--- config.mk ---
export PLATFORM = sky130hd
export DESIGN_NAME = wic_core
export DESIGN_NICKNAME = d
export VERILOG_FILES = /design/src/wic_core.v
export VERILOG_INCLUDE_DIRS = /design/src
export SDC_FILE = /design/constraint.sdc
export NUM_CORES = 1
export LEC_CHECK = 0
export ABC_AREA = 1
export BUFFER_PORTS_ARGS = -buffer_cell sky130_fd_sc_hd__buf_4
export CORE_AREA = 2 2 95 97
export CTS_CLUSTER_DIAMETER = 80
export DETAILED_ROUTE_END_ITERATION = 10
export DIE_AREA = 0 0 97 99
export GPL_TIMING_DRIVEN = 0
export PLACE_DENSITY = 0.78
export REMOVE_ABC_BUFFERS = 1
export SLEW_MARGIN = 20
export SYNTH_ARGS = -nofsm -noshare
export SYNTH_HDL_FRONTEND = slang
export SYNTH_SLANG_ARGS = --single-unit
--- constraint.sdc ---
create_clock -name SYS_CLK -period 2 [get_ports SYS_CLK]
set_clock_uncertainty 0.05 [all_clocks]
set_input_delay 0.2 -clock SYS_CLK [delete_from_list [all_inputs] [get_ports SYS_CLK]]
set_output_delay 0.2 -clock SYS_CLK [all_outputs]
set_load 0.02 [all_outputs]
--- src/wic_regs.vh ---
// Purpose: Register map, field layout and timing constants of the wake input block
// Assumes: 32-bit Avalon-MM data, byte addresses, one register per aligned word
// Notes:   Included by the design file by its bare name
`ifndef WIC_REGS_VH
`define WIC_REGS_VH

// ----------------------------------------------------------------
// Register byte offsets
// ----------------------------------------------------------------
`define WIC_OFS_PULL     5'h00
`define WIC_OFS_FILTER   5'h04
`define WIC_OFS_WAKE_EN  5'h08
`define WIC_OFS_MEAS     5'h0C
`define WIC_OFS_MODE     5'h10
`define WIC_OFS_STATUS   5'h14
`define WIC_OFS_MASK     5'h18
`define WIC_OFS_LEVEL    5'h1C

// ----------------------------------------------------------------
// Field layout and reset values
// ----------------------------------------------------------------
// Two-bit code per input: input n uses bits 2n+1 (hi) and 2n (lo)
`define WIC_PULL_RST     6'h00
`define WIC_FILT_RST     6'h00
`define WIC_WEN_RST      3'h0
// Status: bits 2:0 wake source flags, bit 3 command fault
`define WIC_ST_FAULT     3
`define WIC_MASK_RST     4'h0

// ----------------------------------------------------------------
// Pull and filter codes
// ----------------------------------------------------------------
`define WIC_PULL_NONE    2'h0
`define WIC_PULL_DOWN    2'h1
`define WIC_PULL_UP      2'h2
`define WIC_PULL_AUTO    2'h3
`define WIC_FLT_STAT16   2'h0
`define WIC_FLT_STAT64   2'h1
`define WIC_FLT_CYC_A    2'h2
`define WIC_FLT_CYC_B    2'h3

// ----------------------------------------------------------------
// Operating modes
// ----------------------------------------------------------------
`define WIC_MODE_NORMAL  2'h0
`define WIC_MODE_STOP    2'h1
`define WIC_MODE_SLEEP   2'h2
`define WIC_MODE_RESTART 2'h3

// ----------------------------------------------------------------
// Timing
// ----------------------------------------------------------------
`define WIC_CLK_PERIOD_NS 100
`define WIC_FILT_SHORT_NS 16000
`define WIC_FILT_LONG_NS  64000

`endif

--- src/wic_core.v ---
// Purpose: Wake input pull, filter and measurement routing control
// Assumes: SYS_CLK at 10 MHz, HV_IN are comparator outputs from pins
// Notes:   Cyclic timers are outside; their on-windows arrive as inputs
//
// Summary of operation
// - Code 00 enables no current source, reset default.
// - Code 01 pull-down, code 10 pull-up.
// - Code 11 pull follows sensed input level.
// - Filter 00 static 16us, 01 static 64us.
// - Filter 10/11 cyclic on timer A/B, 16us.
// - Reset: measurement off, sense switch open.
// - Switch closed only in normal mode with measurement.
// - Measurement disables pulls, gates first two inputs.
// - Writes accepted during measurement, effect ignored.
// - Measurement freezes flags and levels of inputs 0,1.
// - Sleep with only gated wake sources: fault, restart.
// - Wake only if level holds for filter time.
// - Both edges; interrupt normal/stop, wake from sleep.
//
// Chosen here: register access over Avalon-MM and the placing of the registers.

`include "wic_regs.vh"

module wic_core #(
    parameter N_IN = 3
) (
    input wire SYS_CLK,
    input wire NRST,
    input wire [4:0] AVS_ADDRESS,
    input wire AVS_READ,
    input wire AVS_WRITE,
    input wire [31:0] AVS_WRITEDATA,
    output reg [31:0] AVS_READDATA,
    output reg AVS_WAITREQUEST,
    input wire [2:0] HV_IN,
    input wire TIMER_A_ON,
    input wire TIMER_B_ON,
    output reg [2:0] PULL_UP_EN,
    output reg [2:0] PULL_DOWN_EN,
    output reg SENSE_SWITCH_CLOSE,
    output reg IRQ
);

    // ----------------------------------------------------------------
    // Timing counts
    // ----------------------------------------------------------------
    // Nominal filter times, rounded up to whole clock cycles
    localparam integer FILT_SHORT_INT =
        (`WIC_FILT_SHORT_NS + `WIC_CLK_PERIOD_NS - 1) / `WIC_CLK_PERIOD_NS;
    localparam integer FILT_LONG_INT =
        (`WIC_FILT_LONG_NS + `WIC_CLK_PERIOD_NS - 1) / `WIC_CLK_PERIOD_NS;
    // Both counts fit 10 bits; the cut drops zeros
    localparam [9:0] FILT_SHORT_CYC = FILT_SHORT_INT[9:0];
    localparam [9:0] FILT_LONG_CYC = FILT_LONG_INT[9:0];

    // ----------------------------------------------------------------
    // Functions
    // ----------------------------------------------------------------
    // Shared by filter and pull logic
    // Pick the two-bit code of one input from a packed field
    function [1:0] code_of;
        input [5:0] field;
        input integer idx;
        begin
            code_of = field[2*idx +: 2];
        end
    endfunction

    // Input is masked off while routed to the measurement path
    function is_gated;
        input meas;
        input integer idx;
        begin
            is_gated = meas && (idx < 2);
        end
    endfunction

    // ----------------------------------------------------------------
    // Declarations
    // ----------------------------------------------------------------
    reg [5:0] wake_pull_config_reg; // Stored pull codes
    reg [5:0] wake_filter_config_reg; // Stored filter codes
    reg [2:0] wake_enable_config_reg; // Wake source enables
    reg measure_route_enable_reg; // Measurement routing on
    reg [1:0] mode_reg; // Operating mode
    reg [1:0] mode_next;
    reg [3:0] status_reg; // Sticky flags, write one to clear
    reg [3:0] status_next;
    reg [3:0] mask_reg; // Interrupt mask, same layout
    reg [2:0] input_level_status_reg; // Filtered levels
    reg [2:0] level_next;
    reg [2:0] sync1_reg; // First synchroniser stage
    reg [2:0] sync2_reg; // Second stage
    reg [2:0] sync3_reg; // Third stage
    reg [2:0] sensed_reg; // Level once stages two and three agree
    reg [2:0] sensed_next;
    reg [9:0] filt_cnt_reg [0:2]; // Per-input filter counters
    reg [9:0] filt_cnt_next [0:2];
    reg [2:0] wake_evt; // One-cycle recognised edge
    reg [2:0] up_next;
    reg [2:0] down_next;
    // Filter scratch, one input at a time
    reg [1:0] code;
    reg [9:0] limit;
    reg active;
    integer i;

    // Bus decode
    // One access in flight at a time
    wire req = AVS_READ || AVS_WRITE;
    wire take = req && AVS_WAITREQUEST; // Request seen, answer next edge
    wire wr_now = AVS_WRITE && !AVS_WAITREQUEST; // Write takes effect
    wire wr_mode = wr_now && (AVS_ADDRESS == `WIC_OFS_MODE);
    wire wr_status = wr_now && (AVS_ADDRESS == `WIC_OFS_STATUS);

    // ----------------------------------------------------------------
    // Input synchroniser
    // ----------------------------------------------------------------
    // Three stages; a change counts once the last two agree
    // Only stage two reads stage one
    always @(posedge SYS_CLK or negedge NRST) begin
        if (!NRST) begin
            sync1_reg <= 3'h0;
            sync2_reg <= 3'h0;
            sync3_reg <= 3'h0;
        end else begin
            sync1_reg <= HV_IN;
            sync2_reg <= sync1_reg;
            sync3_reg <= sync2_reg;
        end
    end

    // ----------------------------------------------------------------
    // Filters and level tracking
    // ----------------------------------------------------------------
    // A crossing starts the count; crossing back restarts it
    always @* begin
        sensed_next = sensed_reg;
        level_next = input_level_status_reg;
        wake_evt = 3'h0;
        code = 2'h0;
        limit = FILT_SHORT_CYC;
        active = 1'b0;
        for (i = 0; i < N_IN; i = i + 1) begin
            // Counter rests at zero when idle
            filt_cnt_next[i] = 10'h000;
            if (sync2_reg[i] == sync3_reg[i]) begin
                sensed_next[i] = sync3_reg[i];
            end
            code = code_of(wake_filter_config_reg, i);
            // Only the static 64us code uses the long filter
            limit = (code == `WIC_FLT_STAT64) ? FILT_LONG_CYC : FILT_SHORT_CYC;
            // Static codes always listen; cyclic only in timer window
            // Window closing restarts cyclic count
            case (code)
                `WIC_FLT_STAT16: active = 1'b1;
                `WIC_FLT_STAT64: active = 1'b1;
                `WIC_FLT_CYC_A: active = TIMER_A_ON;
                `WIC_FLT_CYC_B: active = TIMER_B_ON;
                default: active = 1'b0;
            endcase
            if (is_gated(measure_route_enable_reg, i)) begin
                // Gated inputs freeze level and raise nothing
                filt_cnt_next[i] = 10'h000;
            end else if (active && sensed_reg[i] != input_level_status_reg[i]) begin
                if (filt_cnt_reg[i] == limit - 10'h001) begin
                    // Held across the whole interval: recognised
                    level_next[i] = sensed_reg[i];
                    wake_evt[i] = 1'b1;
                end else begin
                    filt_cnt_next[i] = filt_cnt_reg[i] + 10'h001;
                end
            end
        end
    end

    // Counters and levels
    // Gated inputs keep their last level
    always @(posedge SYS_CLK or negedge NRST) begin
        if (!NRST) begin
            sensed_reg <= 3'h0;
            input_level_status_reg <= 3'h0;
            for (i = 0; i < N_IN; i = i + 1) begin
                filt_cnt_reg[i] <= 10'h000;
            end
        end else begin
            sensed_reg <= sensed_next;
            input_level_status_reg <= level_next;
            for (i = 0; i < N_IN; i = i + 1) begin
                filt_cnt_reg[i] <= filt_cnt_next[i];
            end
        end
    end

    // ----------------------------------------------------------------
    // Mode and status
    // ----------------------------------------------------------------
    // Sleep request with only gated sources enabled is refused
    // Flags are set in every mode
    always @* begin
        mode_next = mode_reg;
        status_next = status_reg;
        if (wr_status) begin
            status_next = status_reg & ~AVS_WRITEDATA[3:0];
        end
        // Mode write is a command
        if (wr_mode) begin
            if (AVS_WRITEDATA[1:0] == `WIC_MODE_SLEEP && measure_route_enable_reg
                && wake_enable_config_reg[1:0] != 2'h0
                && !wake_enable_config_reg[2]) begin
                status_next[`WIC_ST_FAULT] = 1'b1;
                mode_next = `WIC_MODE_RESTART;
            end else begin
                mode_next = AVS_WRITEDATA[1:0];
            end
        end
        // Events win over a clearing write in the same cycle
        status_next[2:0] = status_next[2:0] | (wake_evt & wake_enable_config_reg);
        // A recognised enabled edge wakes a sleeping device
        if (mode_reg == `WIC_MODE_SLEEP && (wake_evt & wake_enable_config_reg) != 3'h0) begin
            mode_next = `WIC_MODE_NORMAL;
        end
    end

    // Mode and status registers
    always @(posedge SYS_CLK or negedge NRST) begin
        if (!NRST) begin
            mode_reg <= `WIC_MODE_NORMAL;
            status_reg <= 4'h0;
        end else begin
            mode_reg <= mode_next;
            status_reg <= status_next;
        end
    end

    // ----------------------------------------------------------------
    // Pull source selection
    // ----------------------------------------------------------------
    // Settings are read through the gate, never altered, so clearing
    // measurement brings them back the very next cycle
    // Code 00 leaves both sources off
    always @* begin
        up_next = 3'h0;
        down_next = 3'h0;
        for (i = 0; i < N_IN; i = i + 1) begin
            if (is_gated(measure_route_enable_reg, i)) begin
                up_next[i] = 1'b0;
                down_next[i] = 1'b0;
            end else begin
                // Stored code, input not gated
                case (code_of(wake_pull_config_reg, i))
                    `WIC_PULL_NONE: up_next[i] = 1'b0;
                    `WIC_PULL_DOWN: down_next[i] = 1'b1;
                    `WIC_PULL_UP: up_next[i] = 1'b1;
                    `WIC_PULL_AUTO: begin
                        // Follow the sensed level
                        up_next[i] = sensed_reg[i];
                        down_next[i] = !sensed_reg[i];
                    end
                    default: up_next[i] = 1'b0;
                endcase
            end
        end
    end

    // ----------------------------------------------------------------
    // Output registers
    // ----------------------------------------------------------------
    // Switch uses next mode so it opens on the edge the mode leaves normal
    // IRQ follows next status
    always @(posedge SYS_CLK or negedge NRST) begin
        if (!NRST) begin
            PULL_UP_EN <= 3'h0;
            PULL_DOWN_EN <= 3'h0;
            SENSE_SWITCH_CLOSE <= 1'b0;
            IRQ <= 1'b0;
        end else begin
            PULL_UP_EN <= up_next;
            PULL_DOWN_EN <= down_next;
            SENSE_SWITCH_CLOSE <= measure_route_enable_reg
                && (mode_next == `WIC_MODE_NORMAL);
            // Interrupt only while awake enough to serve it
            IRQ <= ((status_next & mask_reg) != 4'h0)
                && (mode_next == `WIC_MODE_NORMAL || mode_next == `WIC_MODE_STOP);
        end
    end

    // ----------------------------------------------------------------
    // Configuration registers
    // ----------------------------------------------------------------
    // Writes always land, even to gated inputs
    // Status and mode decoded above
    always @(posedge SYS_CLK or negedge NRST) begin
        if (!NRST) begin
            wake_pull_config_reg <= `WIC_PULL_RST;
            wake_filter_config_reg <= `WIC_FILT_RST;
            wake_enable_config_reg <= `WIC_WEN_RST;
            measure_route_enable_reg <= 1'b0;
            mask_reg <= `WIC_MASK_RST;
        end else if (wr_now) begin
            case (AVS_ADDRESS)
                `WIC_OFS_PULL: wake_pull_config_reg <= AVS_WRITEDATA[5:0];
                `WIC_OFS_FILTER: wake_filter_config_reg <= AVS_WRITEDATA[5:0];
                `WIC_OFS_WAKE_EN: wake_enable_config_reg <= AVS_WRITEDATA[2:0];
                `WIC_OFS_MEAS: measure_route_enable_reg <= AVS_WRITEDATA[0];
                `WIC_OFS_MASK: mask_reg <= AVS_WRITEDATA[3:0];
                default: mask_reg <= mask_reg; // Unmapped or handled elsewhere
            endcase
        end
    end

    // ----------------------------------------------------------------
    // Avalon-MM slave
    // ----------------------------------------------------------------
    // One wait state: waitrequest drops for one cycle after a request
    // is seen; read data is captured on that same edge. Costs one
    // cycle per access but keeps every bus output a flip-flop.
    // Master holds request until answer
    always @(posedge SYS_CLK or negedge NRST) begin
        if (!NRST) begin
            AVS_WAITREQUEST <= 1'b1;
            AVS_READDATA <= 32'h0000_0000;
        end else begin
            // High again after the answer
            AVS_WAITREQUEST <= !take;
            if (take && AVS_READ) begin
                case (AVS_ADDRESS)
                    `WIC_OFS_PULL: AVS_READDATA <= {26'h000_0000, wake_pull_config_reg};
                    `WIC_OFS_FILTER: AVS_READDATA <= {26'h000_0000, wake_filter_config_reg};
                    `WIC_OFS_WAKE_EN: AVS_READDATA <= {29'h000_0000, wake_enable_config_reg};
                    `WIC_OFS_MEAS: AVS_READDATA <= {31'h0000_0000, measure_route_enable_reg};
                    `WIC_OFS_MODE: AVS_READDATA <= {30'h0000_0000, mode_reg};
                    `WIC_OFS_STATUS: AVS_READDATA <= {28'h000_0000, status_reg};
                    `WIC_OFS_MASK: AVS_READDATA <= {28'h000_0000, mask_reg};
                    `WIC_OFS_LEVEL: AVS_READDATA <= {29'h000_0000, input_level_status_reg};
                    default: AVS_READDATA <= 32'h0000_0000; // Unmapped reads zero
                endcase
            end
        end
    end

endmodule // wic_core

Yosys cells after proc, flatten, opt, wreduce, memory -nomap -nowiden --
Index checks and enable logic that the tools add are counted. Widths: inputs -> output; s select.
Storage, ports and cells: output and inout port bits 41, register bits 112, input port bits 46, word-level logic and storage cells 154
Operators by class: bitwise operators 6, reduce and logical (&&, ||, !) cells 41, muxes and demuxes 39, add/subtract/negate cells 6, equality and inequality tests 37
Operators with widths (count):
- $mux 10 | 11
- $pmux 6 s8 | 1
- $add 10x1->10 const B | 3
- $eq 10x10->1 | 3
- $sub 10x1->10 const B | 3
- $eq 2x2->1 const B | 14
- $eq 5x5->1 const B | 4
- $eq 2x1->1 const B | 7
- $logic_and 1x1->1 | 14
- $mux 1 | 14
- $pmux 1 s2 | 6
- $reduce_and 2->1 | 6
- $eq 5x4->1 const B | 2
- $pmux 1 s3 | 3
- $and 4x4->4 | 2
- $logic_not 2->1 | 4
- $logic_not 1->1 | 6
- $mux 2 | 3
- $reduce_and 3->1 | 2
- $reduce_or 2->1 | 3
- $eq 5x3->1 const B | 1
- $logic_not 5->1 | 1
- $mux 4 | 1
- $not 4->4 | 1
- 9 further kinds | 14

Longest topological paths before layout --
depth after elaboration 14, depth in mapped cells 13, depth with buffers taken out 13

Worst setup path before layout --
Ideal clock, no wire load.
kind register -> register, start reg filt_cnt_reg[0] in the netlist's numbering, end reg input_level_status_reg[2], data required time 1825 ps, cell stages (with the launch flop) 9, library setup time 125 ps, period minus slack after synthesis 1600 ps, path slack 400 ps, arrival time 1426 ps, buffers on the path 0, cells stage by stage dfrtp_1 > ha_1 > nand2_1 > nor2_2 > nand2_1 > a21oi_2 > nand2_1 > nor2_1 > mux2_2
Between the ends: cells in the longest elaborated chain, start to end 2
Ends and longest elaborated chain:
- start: declaration | line wic_core.v:97 | reg [9:0] filt_cnt_reg [0:2];
- start signal: indexed assignment | line wic_core.v:190 | filt_cnt_reg[i] <= filt_cnt_next[i];
- $eq 10x10->1 | line wic_core.v:166 | if (filt_cnt_reg[i] == limit - 10'h001) begin
- $reduce_and 2->1 (no line)
- end signal: assignment | line wic_core.v:188 | input_level_status_reg <= level_next;
- end: declaration | line wic_core.v:90 | reg [2:0] input_level_status_reg;
No other way between the ends. A chain may end at the register's enable or synchronous reset.

Worst setup path in the final report --
Ends and elaborated chain as after synthesis.

==> summary.txt <==
Critical path
  – Worst Path Buf+Inv: 0
  – End of the critical path: input_level_status_reg[2]$_DFFE_PN0N_
  – Most frequent CP cell: nand2_1
  – R2R Path End: input_level_status_reg[2]$_DFFE_PN0N_
  – Worst endpoint required time: 2.19 ns
  – Crit path DAT: 1.99 ns
  – Critical path launch point: filt_cnt_reg[0]$_DFF_PN0_
  – R2R setup slack: 0.20 ns
  – CP max stage cell: dfrtp_1
  – Worst r2r src: filt_cnt_reg[0]$_DFF_PN0_
  – Type of the worst setup path: reg2reg
  – Crit path capture type: flop
  – Cell depth of the worst setup path: 8
  – Critical path fanouts, max: 5
  – Crit-path max cell delay: 0.42 ns
  – Crit-path leading delay family: simple AND/OR/NAND/NOR gates
  – Crit-path cells: ha_1, nand2_1, nor2_2, nand2_1, a21oi_2, nand2_1, nor2_1, mux2_2
  – Startpoint types: flop
  – Register-to-Register Path Depth: 8

Detailed routing
  – Via count: 3147
  – Final routed DRC violation total: 0
  – 1st-pass router iterations: 4
  – Via/cell ratio: 4.85
  – DRT iter0 DRCs: 141
  – Antenna-violating nets left: 0
  – Post-DR wirelength/cell: 12.8 um
  – Final WL: 8290 um

Pwr
  – Pwr/cell area: 769 mW/mm^2
  – Internal: 2.58 mW
  – Clock network power share: 0.321
  – Sequential fraction of design power: 0.546
  – Comb pwr share: 0.132
  – Net switching power: 1.02 mW
  – Sw frac: 0.283
  – VDD IR-drop max: 362 uV
  – P_leak: 2.29 nW
  – Total power: 3.60 mW

Synth
  – Top post-synthesis cells by area: dfrtp_1 (51%), nand2_1 (12%), inv_1 (5.2%), buf_4 (4.7%), nor2_1 (4.4%)
  – Flop and latch count out of synthesis: 86
  – Top FF cell, synth: dfrtp_1
  – Post-Syn Area: 0.00416 mm^2
  – Mapped Avg Cell Area: 8.49 um^2
  – Synth cell types: 40
  – Yosys top cell area share: 0.511
  – Seq/Total Area, Yosys: 0.518
  – Synth async-reset ratio: 1.00
  – Post-synth top area cell: dfrtp_1
  – Number of synthesized flops with an enable pin: 0
  – Mapped Cells: 490
  – Syn. warnings: 0

Finish
  – Multi-input logic area: 0.00167 mm^2
  – Post-layout util: 0.547
  – FILL cells: 769
  – Fin nets: 587
  – Most common cell after layout, fill and taps aside: nand2_1
  – Number of flip-flops under the largest register name: 30
  – FF/Latch Area: 0.00215 mm^2
  – N_diodes: 0
  – Layout area overhead: 12.5%
  – Fraction of layout instances using a drive strength above 1: 0.139
  – Final Cell Area: 0.00468 mm^2
  – Most frequent cells in the layout: nand2_1 (132), dfrtp_1 (85), inv_1 (58)

Clock tree
  – Clock Latency Late Sink: 0.35 ns
  – H-tree depth: 3
  – Root Buffer Master: clkbuf_8
  – CTS max path bufs: 2
  – CTS tree: built
  – Clock-pin slew on the worst setup and hold paths: 0.08 ns
  – CTS buffer count: 9
  – Setup Buffers After CTS: 0
  – CTS Sinks: 86

Timing
  – Final hold slack: 0.0481 ns
  – Fmax: 0.557 GHz
  – Fin crit period: 1.80 ns
  – Slew margin rel.: 0.492
  – Worst-margin pin slew: 0.762 ns
  – RSZ-0062 raised after global routing: no
  – TNS Setup: 0 ns
  – Crit share post-route: 0.898
  – Final setup fails: 0
  – Fin. Hold Viols: 0
  – Fin. max-slew vios: 0

Die
  – Core area: 0.00855 mm^2
  – FP Rows: 34
  – Die Y: 99 um
  – I/O pin cnt: 87
  – Die Area: 0.00960 mm^2
  – Initial Utilization: 0.486
  – Die Span X: 97 um

GRT
  – Pin count of the biggest net entering global routing: 87
  – Initial antenna violation count: 0
  – GRT Total Usage: 0.183
  – Vias in the first global route: 3019
  – Total gr overflow: 0
  – First-pass GRT wire length: 14200 um

Placed design
  – Input/output buffers: 34
  – Global placement routability congestion: 0.927
  – Placed instance area: 0.00444 mm^2
  – Post-DP HPWL: 6210 um

Min path
  – Worst hold path type: in2reg
  – Beginning of the worst hold path: AVS_WRITEDATA[0]

Outcome
  – Outcome: complete, no violations

Job
  – Max-cap violations: 0
-- worst min-delay path by stage --
stage / to / slack, ns / cells after the start
2_1_floorplan: AVS_READDATA[0]$_DFFE_PN0P_ / -0.15 / 0
3_3_place_gp: sync1_reg[2]$_DFF_PN0_ / 0.26 / 1
3_5_place_dp: sync1_reg[0]$_DFF_PN0_ / 0.26 / 1
4_1_cts: sync1_reg[0]$_DFF_PN0_ / 0.02 / 1
5_1_grt: is_gated.meas$_DFFE_PN0P_ / 0.05 / 3
6_report: is_gated.meas$_DFFE_PN0P_ / 0.05 / 3
-- cell families (layout without fill, tap and decap cells) --
group	after synthesis	after routing	share of synthesized area
xor gates and xnor gates	12	12	0.0253
muxes	1	1	0.00271
and+or+nand+nor	231	231	0.243
other	1	26	0.000902
buffers and inverters	89	115	0.104
AOI/OAI and AO/OA	64	64	0.0894
DFF	86	86	0.518
adders and majority gates	6	6	0.0162
-- through the flow --
| step | worst slack (ns) | instances |
|---|---|---|
| 5_1_grt | 0.0185 | 649 |
| 3_5_place_dp | 0.232 | 629 |
| 2_1_floorplan | 0.400 | 487 |
| 6_report | 0.204 | 649 |
| 4_1_cts | 0.221 | 648 |
| 3_3_place_gp | 0.289 | 629 |
-- power groups by stage --
stage | clock network (mW) | registers (mW) | logic (mW)
2_1_floorplan | 0 | 2.00 | 0.276
3_3_place_gp | 0 | 1.99 | 0.457
3_5_place_dp | 0 | 2.00 | 0.469
4_1_cts | 1.19 | 1.96 | 0.480
5_1_grt | 1.28 | 1.98 | 0.540
6_report | 1.16 | 1.97 | 0.476
-- per-layer routing --
layer  up-vias  part of all wire  GRT usage
li1       1601                 -          -
met1      1462              0.46      0.244
met2        72              0.47      0.296
met3        12             0.045     0.0418
met4         0             0.018     0.0650
met5         -                 0          0
-- layout make-up --
class,count,share of cell area
clock buffer,10,0.0273
clock inverter,4,0.0107
inverter,61,0.0489
multi-input combinational,340,0.356
sequential,86,0.460
tap,108,0.0289
timing repair buffer,40,0.0682
-- synth_stat cells, drive strengths merged, types with 3 or more instances --
master	count
ha	3
inv	61
dfrtp	85
nor2	59
buf	28
a21oi	16
nor3	14
nand4	3
nand3	16
o22ai	4
maj3	3
nand2	135
a211oi	4
o21ai	31
xor2	11
-- what timing repair did --
action | 4_1_cts | 5_1_grt
resized for setup | 0 | 0
endpoints found under the hold margin | 4 | 85
hold buffers | 5 | 1
-- worst register-to-register path, stage by stage (launching register included) --
cell	delay [ns]
dfrtp_1	0.42
ha_1	0.22
nand2_1	0.09
nor2_2	0.16
nand2_1	0.08
a21oi_2	0.13
nand2_1	0.09
nor2_1	0.10
mux2_2	0.34
Power figures use the tool's default switching activity.
